===== src/verilog/dss_pkg.sv =====
// Constants and types shared by the start/stop sequencer.
// Assumes a single control clock and a synchronous, active-low reset.
package dss_pkg;

    // One-hot sequencing states.
    typedef enum logic [7:0] {
        S_NOT_READY   = 8'h01,
        S_START_DIS   = 8'h02,
        S_START_EN    = 8'h04,
        S_STAGE_OPERABLE = 8'h08,
        S_ENABLED     = 8'h10,
        S_RAPID_STOP  = 8'h20,
        S_TRIP_ACTIVE = 8'h40,
        S_FAULT_LATCHED     = 8'h80
    } dss_state_t;

    // Reported sequencing state codes.
    localparam logic [2:0] CODE_NOT_READY = 3'h0;
    localparam logic [2:0] CODE_START_DIS = 3'h1;
    localparam logic [2:0] CODE_START_EN = 3'h2;
    localparam logic [2:0] CODE_STAGE_OPERABLE = 3'h3;
    localparam logic [2:0] CODE_ENABLED = 3'h4;
    localparam logic [2:0] CODE_RAPID_STOP = 3'h5;
    localparam logic [2:0] CODE_TRIP_ACTIVE = 3'h6;
    localparam logic [2:0] CODE_FAULT_LATCHED = 3'h7;

    // Values after reset.
    localparam logic RST_STAGE_OPERABLE = 1'h1;
    localparam logic RST_ENTRY_PULSE = 1'h1;
    localparam logic RST_HEALTHY = 1'h0;
    localparam logic RST_CONTACTOR = 1'h0;
    localparam logic RST_INIT = 1'h1;

endpackage


===== src/verilog/dss_sequencer.sv =====
// Start/stop sequencer for a motor inverter: commands in, stage and ramp controls and status out.
// Assumes all inputs come from logic on clk; zero_speed comes from the ramp, trip_in from protection.
//
// Overview of operation
// - Forward run command with running permitted runs the motor forward.
// - Reverse run command with running permitted runs the motor in reverse.
// - Stop input high latches run commands; stop input low clears the latch.
// - Inch command runs at inch speed; releasing it ramps to zero.
// - Operation enable low while running disables the stage at once; motor coasts.
// - Rapid-stop low while running or inching ramps to zero at rapid-stop rate.
// - After a rapid stop, no restart until its ramp completes.
// - Freewheel-stop low disables the stage; no restart until the coast completes.
// - Remote direction-invert input inverts the demanded rotation direction.
// - Rising edge of fault-clear clears latched trips; a held level does not.
// - With clear-faults-on-run set, a run command rising edge clears trips.
// - Auto-start lets a run present at power-up start; otherwise a new edge needed.
// - Fault-latched output is high exactly while a latched trip exists.
// - Active output marks the enabled state; inching output marks inch mode.
// - Decelerating output is high throughout a ramped or rapid stop, not during a coast or a trip.
// - Contactor output is closed except after a trip or outside operation.
// - Run-acceptable output is high whenever a run command would be accepted.
// - Stage-operable output is high when the stage is operable and would run.
// - Run-accepted output is high once a run command has been accepted.
// - Entry pulse is high one cycle on each entry to run or inch.
// - Sequencing state is coded 0 not ready through 7 fault_latched.
// - Direction demand combines direction invert and reverse command, not actual rotation.
// - Health flag falls on a trip and rises once run is removed, or in the first cycle after reset.
// - Commands count only in remote mode with enable, stop inputs and health high.
// - Forward and reverse together are both ignored and the drive stops.
module dss_sequencer import dss_pkg::*; (
    // Clock and reset.
    input wire logic clk,
    input wire logic rst_n,
    // Commands from the application.
    input wire logic remote_mode,
    input wire logic forward_run_cmd,
    input wire logic backward_run_cmd,
    input wire logic stop_n,
    input wire logic inch_cmd,
    input wire logic op_enable,
    input wire logic rapid_stop_n,
    input wire logic freewheel_stop_n,
    input wire logic remote_dir_invert,
    input wire logic remote_fault_clear,
    // Options.
    input wire logic clear_faults_on_run,
    input wire logic auto_start,
    // Power stage and ramp feedback.
    input wire logic trip_in,
    input wire logic zero_speed,
    // Controls to the power stage and ramp.
    output logic stage_enable,
    output logic reverse_run,
    output logic inch_speed_sel,
    output logic ramp_to_zero,
    output logic rapid_rate_sel,
    output logic contactor_close,
    // Status.
    output logic fault_latched,
    output logic run_active,
    output logic inch_active,
    output logic decelerating,
    output logic run_acceptable,
    output logic stage_operable,
    output logic run_accepted,
    output logic entry_pulse,
    output logic [2:0] sequencing_state,
    output logic direction_demand,
    output logic healthy
);

    dss_state_t state_q, state_d;
    logic init_q;
    logic run_prev_q;
    logic clear_prev_q;
    logic latch_q;
    logic latch_dir_q;
    logic arm_q;
    logic inch_q, inch_d;
    logic stopping_q, stopping_d;
    logic fault_q;
    logic healthy_q;
    logic boot_run_q;

    logic run_req;
    logic run_level;
    logic run_rise;
    logic run_dir;
    logic permit;
    logic stops_ok;
    logic fault_clear;

    // Both directions at once count as no command.
    assign run_req = remote_mode && (forward_run_cmd ^ backward_run_cmd);
    assign run_level = run_req || latch_q;
    assign run_rise = run_req && !run_prev_q && !init_q;
    assign run_dir = latch_q && !run_req ? latch_dir_q : backward_run_cmd;
    assign stops_ok = rapid_stop_n && freewheel_stop_n;
    assign permit = remote_mode && op_enable && stops_ok && healthy_q;
    assign fault_clear = (remote_fault_clear && !clear_prev_q)
        || (clear_faults_on_run && run_rise);

    // Edge history; in the first cycle after reset a present run only counts with auto-start.
    always_ff @(posedge clk) begin
        if (!rst_n) begin
            init_q <= RST_INIT;
            run_prev_q <= 1'b0;
            clear_prev_q <= 1'b1;
        end else begin
            init_q <= 1'b0;
            run_prev_q <= (init_q && auto_start) ? 1'b0 : run_req;
            clear_prev_q <= remote_fault_clear;
        end
    end

    // Run latch, held while stop input is high.
    always_ff @(posedge clk) begin
        if (!rst_n) begin
            latch_q <= 1'b0;
            latch_dir_q <= 1'b0;
        end else if (!stop_n || (remote_mode && forward_run_cmd && backward_run_cmd)) begin
            latch_q <= 1'b0;
        end else if (run_req) begin
            latch_q <= 1'b1;
            latch_dir_q <= backward_run_cmd;
        end
    end

    // A run start needs a fresh edge, an inch start only the inch level; armed until the command goes away.
    always_ff @(posedge clk) begin
        if (!rst_n) begin
            arm_q <= 1'b0;
        end else if (!run_level && !(remote_mode && inch_cmd)) begin
            arm_q <= 1'b0;
        end else if (run_rise || (remote_mode && inch_cmd && !run_level)) begin
            arm_q <= 1'b1;
        end
    end

    // Latched trips; a new trip wins over a clear in the same cycle.
    always_ff @(posedge clk) begin
        if (!rst_n) begin
            fault_q <= 1'b0;
        end else if (trip_in) begin
            fault_q <= 1'b1;
        end else if (fault_clear) begin
            fault_q <= 1'b0;
        end
    end

    // Health falls on a trip and recovers once no run is demanded.
    always_ff @(posedge clk) begin
        if (!rst_n) begin
            healthy_q <= RST_HEALTHY;
        end else if (trip_in) begin
            healthy_q <= 1'b0;
        end else if (!run_level || init_q) begin
            healthy_q <= 1'b1;
        end
    end

    // With auto-start, a run held through reset may pass start disabled once.
    always_ff @(posedge clk) begin
        if (!rst_n) begin
            boot_run_q <= 1'b0;
        end else if (init_q) begin
            boot_run_q <= auto_start;
        end else if (!run_level || state_q == S_ENABLED) begin
            boot_run_q <= 1'b0;
        end
    end

    // Sequencing state machine.
    always_comb begin
        state_d = state_q;
        inch_d = inch_q;
        stopping_d = stopping_q;
        unique case (state_q)
            S_NOT_READY: begin
                state_d = S_START_DIS;
            end
            S_START_DIS: begin
                // A coast or rapid stop must see zero speed before a restart.
                if (stops_ok && !fault_q && healthy_q && zero_speed && (!run_level || boot_run_q)) begin
                    state_d = S_START_EN;
                end
            end
            S_START_EN: begin
                if (!stops_ok) begin
                    state_d = S_START_DIS;
                end else if (arm_q && permit && (run_level || inch_cmd)) begin
                    state_d = S_STAGE_OPERABLE;
                end
            end
            S_STAGE_OPERABLE: begin
                if (!permit || !arm_q) begin
                    state_d = S_START_EN;
                end else if (run_level) begin
                    state_d = S_ENABLED;
                    inch_d = 1'b0;
                    stopping_d = 1'b0;
                end else if (inch_cmd) begin
                    state_d = S_ENABLED;
                    inch_d = 1'b1;
                    stopping_d = 1'b0;
                end else begin
                    state_d = S_START_EN;
                end
            end
            S_ENABLED: begin
                if (!freewheel_stop_n || !op_enable) begin
                    state_d = S_START_DIS;
                end else if (!rapid_stop_n) begin
                    state_d = S_RAPID_STOP;
                end else if (!stopping_q && (inch_q ? !inch_cmd : !run_level)) begin
                    stopping_d = 1'b1;
                end else if (stopping_q && zero_speed) begin
                    state_d = S_START_EN;
                    stopping_d = 1'b0;
                    inch_d = 1'b0;
                end
            end
            S_RAPID_STOP: begin
                if (!freewheel_stop_n || !op_enable) begin
                    state_d = S_START_DIS;
                end else if (zero_speed) begin
                    state_d = S_START_DIS;
                end
            end
            S_TRIP_ACTIVE: begin
                if (zero_speed) begin
                    state_d = S_FAULT_LATCHED;
                end
            end
            S_FAULT_LATCHED: begin
                if (!fault_q) begin
                    state_d = S_START_DIS;
                end
            end
            default: begin
                state_d = S_NOT_READY;
            end
        endcase
        if (trip_in && state_q != S_FAULT_LATCHED) begin
            state_d = S_TRIP_ACTIVE;
        end
        if (state_d != S_ENABLED) begin
            inch_d = 1'b0;
            stopping_d = 1'b0;
        end
    end

    always_ff @(posedge clk) begin
        if (!rst_n) begin
            state_q <= S_NOT_READY;
            inch_q <= 1'b0;
            stopping_q <= 1'b0;
        end else begin
            state_q <= state_d;
            inch_q <= inch_d;
            stopping_q <= stopping_d;
        end
    end

    // Stage and ramp controls, registered from the next state; reverse_run from the run direction and invert.
    always_ff @(posedge clk) begin
        if (!rst_n) begin
            stage_enable <= 1'b0;
            reverse_run <= 1'b0;
            inch_speed_sel <= 1'b0;
            ramp_to_zero <= 1'b0;
            rapid_rate_sel <= 1'b0;
            contactor_close <= RST_CONTACTOR;
        end else begin
            stage_enable <= state_d == S_ENABLED || state_d == S_RAPID_STOP;
            reverse_run <= run_dir ^ remote_dir_invert;
            inch_speed_sel <= inch_d;
            ramp_to_zero <= stopping_d || state_d == S_RAPID_STOP;
            rapid_rate_sel <= state_d == S_RAPID_STOP;
            contactor_close <= !(state_d == S_TRIP_ACTIVE || state_d == S_FAULT_LATCHED
                || state_d == S_NOT_READY);
        end
    end

    // Status outputs.
    always_ff @(posedge clk) begin
        if (!rst_n) begin
            run_active <= 1'b0;
            inch_active <= 1'b0;
            decelerating <= 1'b0;
            run_acceptable <= 1'b0;
            stage_operable <= RST_STAGE_OPERABLE;
            run_accepted <= 1'b0;
            entry_pulse <= RST_ENTRY_PULSE;
            direction_demand <= 1'b0;
        end else begin
            run_active <= state_d == S_ENABLED;
            inch_active <= inch_d;
            decelerating <= stopping_d || state_d == S_RAPID_STOP;
            run_acceptable <= state_d == S_START_EN;
            stage_operable <= state_d == S_STAGE_OPERABLE || state_d == S_ENABLED;
            run_accepted <= state_d == S_STAGE_OPERABLE || state_d == S_ENABLED;
            entry_pulse <= state_d == S_ENABLED && state_q != S_ENABLED;
            direction_demand <= run_dir ^ remote_dir_invert;
        end
    end

    always_ff @(posedge clk) begin
        if (!rst_n) begin
            sequencing_state <= CODE_NOT_READY;
        end else begin
            unique case (state_d)
                S_NOT_READY: sequencing_state <= CODE_NOT_READY;
                S_START_DIS: sequencing_state <= CODE_START_DIS;
                S_START_EN: sequencing_state <= CODE_START_EN;
                S_STAGE_OPERABLE: sequencing_state <= CODE_STAGE_OPERABLE;
                S_ENABLED: sequencing_state <= CODE_ENABLED;
                S_RAPID_STOP: sequencing_state <= CODE_RAPID_STOP;
                S_TRIP_ACTIVE: sequencing_state <= CODE_TRIP_ACTIVE;
                default: sequencing_state <= CODE_FAULT_LATCHED;
            endcase
        end
    end

    assign fault_latched = fault_q;
    assign healthy = healthy_q;
endmodule


===== config.mk =====
export PLATFORM = sky130hd
export DESIGN_NAME = dss_sequencer
export DESIGN_NICKNAME = d
export VERILOG_FILES = /design/src/verilog/dss_pkg.sv /design/src/verilog/dss_sequencer.sv
export SDC_FILE = /design/constraint.sdc
export NUM_CORES = 1
export LEC_CHECK = 0
export CAP_MARGIN = 20
export CORE_ASPECT_RATIO = 1.5
export CORE_MARGIN = 3
export CORE_UTILIZATION = 25
export CTS_BUF_LIST = sky130_fd_sc_hd__clkbuf_4 sky130_fd_sc_hd__clkbuf_8
export CTS_CLUSTER_SIZE = 25
export DETAILED_ROUTE_END_ITERATION = 10
export DONT_BUFFER_PORTS = 1
export PLACE_DENSITY = 0.37
export SLEW_MARGIN = 10
export SYNTH_ARGS = -nofsm -noshare
export SYNTH_HDL_FRONTEND = slang
export SYNTH_SLANG_ARGS = --single-unit

===== constraint.sdc =====
create_clock -name clk -period 2.3 [get_ports clk]
set_input_delay 0.46 -clock clk [delete_from_list [all_inputs] [get_ports clk]]
set_output_delay 0.46 -clock clk [all_outputs]
set_load 0.03 [all_outputs]

Word-level counts from Yosys, hierarchy flattened:

Cells that the tools add are included.

* bitwise logic cells: 4
* equal/unequal tests: 25
* reductions and logical operators: 66
* multiplexer cells: 41

Operators by type and width (number)
* $mux 8: 12
* $pmux 8 s8: 1
* $logic_and 1x1->1: 26
* $mux 1: 22
* $pmux 3 s7: 1
* $eq 8x1->1 const B: 2
* $eq 8x2->1 const B: 2
* $eq 8x3->1 const B: 2
* $eq 8x4->1 const B: 2
* $eq 8x5->1 const B: 2
* $eq 8x6->1 const B: 2
* $eq 8x7->1 const B: 2
* $eq 8x8->1 const B: 2
* $ne 8x5->1 const B: 2
* $logic_not 1->1: 15
* $logic_or 1x1->1: 15
* $mux 5: 3
* $reduce_or 2->1: 5
* $ne 2x2->1 const B: 4
* $ne 8x8->1 const B: 1
* $reduce_and 7->1: 1
* $reduce_bool 2->1: 3
* $pmux 1 s2: 2
* $ne 3x3->1 const B: 1
* 4 further kinds: 6

* register bits after elaboration: 32
* input port bits: 16
* logic and storage cells: 159
* output and inout port bits: 19

Longest topological paths before layout:

Gate-level depths: netlist (run 1).

* depth after elaboration: 15
* mapped depth: 7
* gate-level depth less buffers: 5

Least setup slack after synthesis (run 1):

Ideal clock, no wire load.

* path kind: reg2reg
* from: register healthy_q (netlist: healthy)
* to: register sequencing_state[1]
* data required time: 2.175 ns
* setup slack: 0.568 ns
* period minus slack after synthesis: 1.732 ns
* library setup time: 0.125 ns
* stages on the path, launching flop included: 6
* arrival: 1.606 ns
* buffers on the path: 0
* path through: dfxtp_1 -> nand3_1 -> or2_1 -> o221ai_1 -> o211ai_1 -> o41a_1

* longest elaborated chain between the ends: 9
* elaborated cells on any way between the ends: 22
* classes of those cells: eq/ne (7); mux (7); reduce/logical (8)

RTL lines
* start, declared: line dss_sequencer.sv:82 `logic healthy_q;`
* start signal, assigned: line dss_sequencer.sv:154 `healthy_q <= RST_HEALTHY;`
* start signal, assigned: line dss_sequencer.sv:156 `healthy_q <= 1'b0;`
* start signal, assigned: line dss_sequencer.sv:158 `healthy_q <= 1'b1;`
* $logic_and 1x1->1: line dss_sequencer.sv:99 `assign permit = remote_mode && op_enable && stops_ok && healthy_q;`
* $logic_and 1x1->1 (2 in series): line dss_sequencer.sv:191 `end else if (arm_q && permit && (run_level || inch_cmd)) begin`
* $mux 8: line dss_sequencer.sv:191
* $mux 8: line dss_sequencer.sv:189 `if (!stops_ok) begin`
* $pmux 8 s8 *: line dss_sequencer.sv:178 `unique case (state_q)`
* $mux 8 *: line dss_sequencer.sv:244 `if (trip_in && state_q != S_FAULT_LATCHED) begin`
* $eq 8x7->1 (tied with other cells): line dss_sequencer.sv:312 `unique case (state_d)`
* $pmux 3 s7 *: line dss_sequencer.sv:312
* end signal, assigned: line dss_sequencer.sv:313 `S_NOT_READY: sequencing_state <= CODE_NOT_READY;`
* end signal, assigned: line dss_sequencer.sv:314 `S_START_DIS: sequencing_state <= CODE_START_DIS;`
* end signal, assigned: line dss_sequencer.sv:315 `S_START_EN: sequencing_state <= CODE_START_EN;`
* end, declared: line dss_sequencer.sv:67 `output logic [2:0] sequencing_state,`

Mark *: on every way between the ends. The rest lies on a longest branch, timed or not.
A chain may end at the register's enable or synchronous reset.

Worst setup path after layout (run 1):

* from: register state_q[6]
* to: register inch_active

* longest elaborated chain between the ends: 8
* elaborated cells on any way between the ends: 34
* classes of those cells: eq/ne (16); mux (14); reduce/logical (4)

RTL lines
* start, declared: line dss_sequencer.sv:72 `dss_state_t state_q, state_d;`
* start signal, assigned: line dss_sequencer.sv:259 `state_q <= state_d;`
* $mux 8: line dss_sequencer.sv:217 `end else if (stopping_q && zero_speed) begin`
* $mux 8: line dss_sequencer.sv:215 `end else if (!stopping_q && (inch_q ? !inch_cmd : !run_level)) begin`
* $mux 8: line dss_sequencer.sv:213 `end else if (!rapid_stop_n) begin`
* $mux 8: line dss_sequencer.sv:211 `if (!freewheel_stop_n || !op_enable) begin`
* $pmux 8 s8: line dss_sequencer.sv:178
* $mux 8: line dss_sequencer.sv:244
* $ne 8x5->1: line dss_sequencer.sv:247 `if (state_d != S_ENABLED) begin`
* $reduce_or 2->1 (no line)
* end signal, assigned: line dss_sequencer.sv:298 `inch_active <= inch_d;`
* end, declared: line dss_sequencer.sv:61 `output logic inch_active,`

Parallel ways exist; a longest one is shown, timed or not.

==> metrics.csv, run 1 <==
stage;metric;value;unit
critical_path;CP arrival;2.14;ns
place;pre-CTS setup slack;0.271;ns
die;Initial Util;26.5;%
final_layout;Final #Nets;214;
clocking;worst-skew pair later-pin latency;0.29;ns
clocking;CTS tree;built;
die;DIE WIDTH;72.7;microns
die;Site Rows;35;
synth;Mapped Nets;211;
critical_path;Worst EP required;2.49;ns
clocking;clock buffer depth;2;
final_layout;top flop regs;state_q x8, sequencing_state x3;
critical_path;WS Path Type;flop to flop;
timing;skew final;0.00642;ns
routing;ANT nets after route;0;
timing;final setup violation count;0;
final_layout;Fill cells;711;
routing;Initial DRT Pass Iterations;4;
flow_run;max_cap viols;0;
final_layout;Largest Register;state_q;
global_routing;first-pass GRT wire length;7.55;mm
routing;drc violations;0;
synth;top cell type by total area after synthesis;dfxtp_1;
clocking;Post-CTS Hold Buffers;0;
timing;RSZ-0062 raised after global routing;false;
critical_path;Reg2Reg Depth;5;
clocking;clk slew on worst S/H paths;0.07;ns
global_routing;Overall Global Routing Usage;13.0;%
clocking;CTS H-tree depth;2;
power;Final Power;0.00125;W
synth;part of the Yosys area used for sequential elements;38.4;%
routing;drt wl/cell;17.6;microns
critical_path;crit path capture;inch_active$_SDFFE_PP0P_;
final_layout;Core Util, Final;29.0;%
die;core area;6310;sq um
critical_path;crit-path max FO;9;
global_routing;largest net degree at the start of global routing;16;
worst_hold_path;min-delay worst type;input pin to flop;
place;Placed Instances;265;
global_routing;GRT overflow;0;
final_layout;max reg flops;8;
power;Pleak;0.626;nW
place;DPL Wire Length;3.79;mm
place;GPL Wtd Cong;0.871;
timing;part of the cycle the worst path needs;84.9;%
critical_path;reg-to-reg endpoint;inch_active$_SDFFE_PP0P_;
timing;FMAX;0.512;GHz
die;die footprint;7710;sq um
synth;top cells by area, synth;dfxtp_1 (38%), nor2_1 (5.8%), nand3_1 (3.9%);
routing;via count;1460;
timing;worst-margin pin slew;0.577;ns
timing;setup ws final;0.346;ns
synth;Post-Syn Area per Cell;8.56;sq um
timing;Final min period;1.95;ns
final_layout;layout cells sized above 1;14.1;%
timing;Setup TNS;0;ns
final_layout;post-route insts no fill;272;
power;power density over the cells;685;nW/um^2
synth;yosys warns;0;
critical_path;worst r2r src;state_q[6]$_SDFF_PN0_;
synth;Yosys top cell area share;38.4;%
clocking;Clock Tree Root;clkbuf_8;
synth;mapped cell area;1670;sq um
timing;fin. max-slew vios;0;
timing;normalized max-slew margin;61.5;%
die;num ports;35;
routing;initial DRC count;65;
final_layout;Ant. Diodes;0;
synth;Syn Inst Count;195;
routing;routed wire length;4.79;mm
synth;library cells used by synthesis;54;
die;Die Ht;106;microns
place;number of port buffers;0;
critical_path;flop2flop setup slack;0.35;ns
routing;vias per inst;5.37;
timing;Hold Vio Cnt, Final;0;
clocking;post-CTS setup buffer count;0;
global_routing;vias in the first global route;1375;
synth;post-synthesis sequential element count;32;
clocking;clock sinks;32;
clocking;cts repair resizes;0;
global_routing;initial antenna violation count;0;
outcome;outcome;complete, no violations;
final_layout;P&R area growth vs syn;9.52;%
power;maximum VDD drop;0.247;mV
critical_path;CP Capture Type;flop;
critical_path;Startpoint Class;flop;
critical_path;origin of the worst setup path;state_q[6]$_SDFF_PN0_;
clocking;CTS buffer count;5;
==> cell families (layout without fill, tap and decap cells) <==
family,Yosys count,after routing,synth area share (%)
simple gates,88,88,29.5
xor+xnor,5,5,2.62
buf+inv,22,25,7.20
flops,32,32,38.4
compound gates,46,46,21.1
mux,2,2,1.20
==> power by group <==
| group | internal [W] | switching [W] | total [W] |
|---|---|---|---|
| clock network | 0.000267 | 0.000219 | 0.000486 |
| logic | 0.0000570 | 0.0000908 | 0.000148 |
| registers | 0.000576 | 0.0000425 | 0.000619 |
==> per-stage QoR <==
step	instance area, sq um	hold WS (ns)
final	1830	0.238
after floorplan	1670	0.436
after CTS	1830	0.238
after global placement	1730	0.443
after global routing	1830	0.233
after detailed placement	1730	0.455
==> worst min-delay path by stage <==
stage / from / to / slack (ns) / cells after the start
after floorplan: latch_dir_q$_SDFFE_PN0P_ / latch_dir_q$_SDFFE_PN0P_ / 0.44 / 2
after global placement: latch_dir_q$_SDFFE_PN0P_ / latch_dir_q$_SDFFE_PN0P_ / 0.44 / 2
after detailed placement: latch_dir_q$_SDFFE_PN0P_ / latch_dir_q$_SDFFE_PN0P_ / 0.45 / 2
after CTS: rst_n / clear_prev_q$_SDFF_PN1_ / 0.24 / 1
after global routing: rst_n / clear_prev_q$_SDFF_PN1_ / 0.23 / 1
final: rst_n / entry_pulse$_SDFF_PN1_ / 0.24 / 1
==> cell usage after synthesis, drive strengths merged <==
master and instances:
dfxtp 32, nor2 27, nand2 14, nand3 14
a21oi 11, inv 11, buf 10, o21ai 10
nor2b 8, nor3 8, nor4 4, xor2 4
nand3b 3, nor4b 3, o211ai 3, a2111o 2
a22oi 2, mux2i 2, or3 2, a2111oi 1
a211oi 1, a21boi 1, a221oi 1, a311o 1
a311oi 1, a31oi 1, a32oi 1, a41oi 1
and3 1, and4b 1, clkinv 1, nand4 1
o2111ai 1, o21a 1, o221ai 1, o22a 1
o22ai 1, o31a 1, o31ai 1, o41a 1
o41ai 1, or2 1, or4 1, xnor2 1
==> worst max-delay path, cell delays in order, from the launching register on <==
cell      delay [ns]
dfxtp_1         0.40
nor4_2          0.45
nand3_1         0.21
nor3_2          0.36
nor2_1          0.17
a311oi_1        0.27
==> cells in the final DEF, fill, tap and decap left out, types with 2 or more instances in the layout <==
master,n
xor2_1,4
inv_1,11
clkbuf_8,7
o211ai_1,2
nor4_2,2
nand3b_1,3
nand2_1,14
nor3_1,6
dfxtp_1,32
a22oi_1,2
nand3_1,13
nor2b_1,8
buf_4,6
o21ai_0,7
mux2i_1,2
a21oi_2,3
nor4b_1,3
a2111o_1,2
a21oi_1,8
or3_1,2
nor3_2,2
nor2_1,26
o21ai_1,3
==> metal layers <==
layer | up-vias | GRT usage (%) | part of all wire (%)
met5 | - | 0 | 0
met4 | 0 | 5.80 | 2.6
met3 | 10 | 3.50 | 5.6
met2 | 45 | 22.3 | 51
met1 | 697 | 14.6 | 41
li1 | 708 | - | -
==> final cells by class <==
type	count	area (sq um)	area share, %
timing repair buffer	6	45.0	2.46
inverter	12	45.0	2.46
multi-input combinational	141	908	49.7
sequential	32	641	35.0
tap	74	92.6	5.07
clock buffer	7	96.3	5.27
Note: power is estimated with default switching activity, not from simulation.
==> run 2: changes to the inputs <==
==> constraint.sdc (replaced) <==
create_clock -name clk -period 1.8 [get_ports clk]
set_input_delay 0.36 -clock clk [delete_from_list [all_inputs] [get_ports clk]]
set_output_delay 0.36 -clock clk [all_outputs]
set_load 0.03 [all_outputs]
==> run 2 against run 1 <==
  * The run now ends with negative setup slack left
  * Via count is 8.2% higher
  * Sequential share of layout area shrank 6.2 points
  * Hold slack lost 0.097 ns
  * First-iteration DRC count fell by 28%
  * Combinational power is 91% higher
==> metrics.csv, run 2 (synthesized netlist as in run 1, its figures left out) <==
stage;metric;value;unit
power;switching part of the total;28.3;%
clocking;CTS buffer count;5;
final_layout;Final #Nets;249;
timing;worst-margin pin slew;0.580;ns
clocking;CTS tree;built;
clocking;clock buffer depth;2;
final_layout;P&R area growth vs syn;35.6;%
global_routing;GRT overflow;0;
routing;via count;1580;
die;Site Rows;35;
routing;vias per inst;5.15;
final_layout;max reg flops;8;
final_layout;layout cells sized above 1;38.2;%
final_layout;Ant. Diodes;0;
power;Pleak;0.844;nW
global_routing;first-pass GRT wire length;8.48;mm
global_routing;vias in the first global route;1637;
global_routing;Overall Global Routing Usage;14.4;%
global_routing;initial antenna violation count;0;
critical_path;Reg2Reg Depth;5;
place;pre-CTS setup slack;-0.138;ns
routing;Initial DRT Pass Iterations;4;
power;sequential share of power;47.0;%
outcome;outcome;finished with violations;
die;DIE WIDTH;72.7;microns
critical_path;CP Capture Type;flop;
worst_hold_path;min-delay worst type;input pin to flop;
timing;Hold Vio Cnt, Final;0;
power;switching power;0.000476;W
worst_hold_path;Hold Path Depth;1;
routing;drt wl/cell;17.5;microns
clocking;Clock Tree Root;clkbuf_8;
timing;Setup TNS;-0.00464;ns
flow_run;max_cap viols;0;
timing;final setup violation count;2;
power;Pint;0.00120;W
critical_path;crit-path max FO;3;
die;num ports;35;
power;maximum VDD drop;0.442;mV
timing;Final min period;1.80;ns
routing;routed wire length;5.36;mm
global_routing;largest net degree at the start of global routing;11;
timing;normalized max-slew margin;61.3;%
timing;FMAX;0.554;GHz
die;die footprint;7710;sq um
place;DPL Wire Length;4.22;mm
critical_path;worst r2r src;state_q[6]$_SDFF_PN0_;
worst_hold_path;Worst Hold Launch;rst_n;
final_layout;most frequent cells in the layout;buf_4 (40), dfxtp_1 (26), nor2_1 (25), nand2_1 (12), nand3_1 (12);
timing;setup ws final;-0.00405;ns
routing;drc violations;0;
power;Clk pwr share;36.2;%
power;Comb pwr share;16.8;%
timing;fin. max-slew vios;0;
clocking;clk slew on worst S/H paths;0.07;ns
final_layout;commonest non-fill, non-tap cell in the layout;buf_4;
die;core area;6310;sq um
critical_path;WS Path Type;flop to flop;
final_layout;Largest Register;state_q;
timing;skew final;0.00654;ns
die;Die Ht;106;microns
power;power density over the cells;742;nW/um^2
clocking;clock sinks;32;
die;Initial Util;26.5;%
clocking;CTS H-tree depth;2;
clocking;worst-skew pair later-pin latency;0.28;ns
timing;RSZ-0062 raised after global routing;true;
critical_path;Startpoint Class;flop;
place;number of port buffers;0;
routing;initial DRC count;47;
final_layout;top flop regs;state_q x8, sequencing_state x3;
outcome;failing checks;negative setup slack;
place;GPL Wtd Cong;0.884;
timing;part of the cycle the worst path needs;100;%
critical_path;origin of the worst setup path;state_q[6]$_SDFF_PN0_;
critical_path;CP arrival;1.97;ns
critical_path;Worst EP required;1.97;ns
routing;ANT nets after route;0;
==> run 2: cell count changes in the layout (fill, tap and decap cells not counted), moves of 3 or more <==
cell and change:
buf_4 +34, dfxtp_1 -6, dfxtp_2 +4, nor4b_1 -3, nor4b_2 +3
==> run 2: critical path, cell delays in order (launching register included) <==
cell and delay, ns:
dfxtp_1 0.33, or4_4 0.59, or3_4 0.37, o22ai_4 0.17, a2111o_1 0.14, o31ai_2 0.09
==> run 2: power by group through the flow <==
stage	clock [W]	combinational [W]	sequential, W
5_1_grt	0.000653	0.000308	0.000792
2_1_floorplan	0	0.000163	0.000795
3_3_place_gp	0	0.000238	0.000805
6_report	0.000608	0.000283	0.000789
3_5_place_dp	0	0.000239	0.000805
4_1_cts	0.000630	0.000255	0.000790
==> run 2: timing repair <==
item                                    4_1_cts  5_1_grt
gates resized for setup                      13       25
setup buffers                                 0        3
pin swaps                                     4       12
endpoints found under the setup margin       16       19
hold buffers                                  0        0
endpoints found under the hold margin         0        0
gates cloned                                  1        0
==> run 2: cell type report <==
cell class / instances / area [sq um]
Tap cell: 74 / 92.6
Fill cell: 683 / 4040
Inverter: 12 / 45.0
Timing Repair Buffer: 40 / 300
Multi-Input combinational cell: 142 / 1080
Sequential cell: 32 / 653
Clock buffer: 7 / 96.3
==> run 2: path summary, 6_finish.rpt <==
kind / to / slack (ns)
worst min register to register: latch_dir_q$_SDFFE_PN0P_ / 0.46
worst min-delay path: entry_pulse$_SDFF_PN1_ / 0.14
worst max-delay path: sequencing_state[2]$_SDFF_PN0_ / -0.004
worst max register to register: sequencing_state[2]$_SDFF_PN0_ / -0.004
==> run 2: metrics by stage <==
stage | hold slack (ns) | utilization, % | total power [W] | instance area [sq um] | cells
6_report | 0.140 | 35.9 | 0.00168 | 2260 | 307
3_5_place_dp | 0.432 | 31.2 | 0.00104 | 1960 | 296
5_1_grt | 0.132 | 35.9 | 0.00175 | 2260 | 307
2_1_floorplan | 0.436 | - | 0.000958 | 1670 | 195
4_1_cts | 0.134 | 33.5 | 0.00167 | 2110 | 304
3_3_place_gp | 0.428 | 31.2 | 0.00104 | 1960 | 296
==> run 2: per-layer routing <==
layer / GRT usage, % / vias up / wire [microns]
met1: 15.2 / 750 / 2080
met4: 6.86 / 0 / 164
li1: - / 778 / -
met3: 3.88 / 12 / 232
met2: 25.6 / 40 / 2890
met5: 0 / - / 0
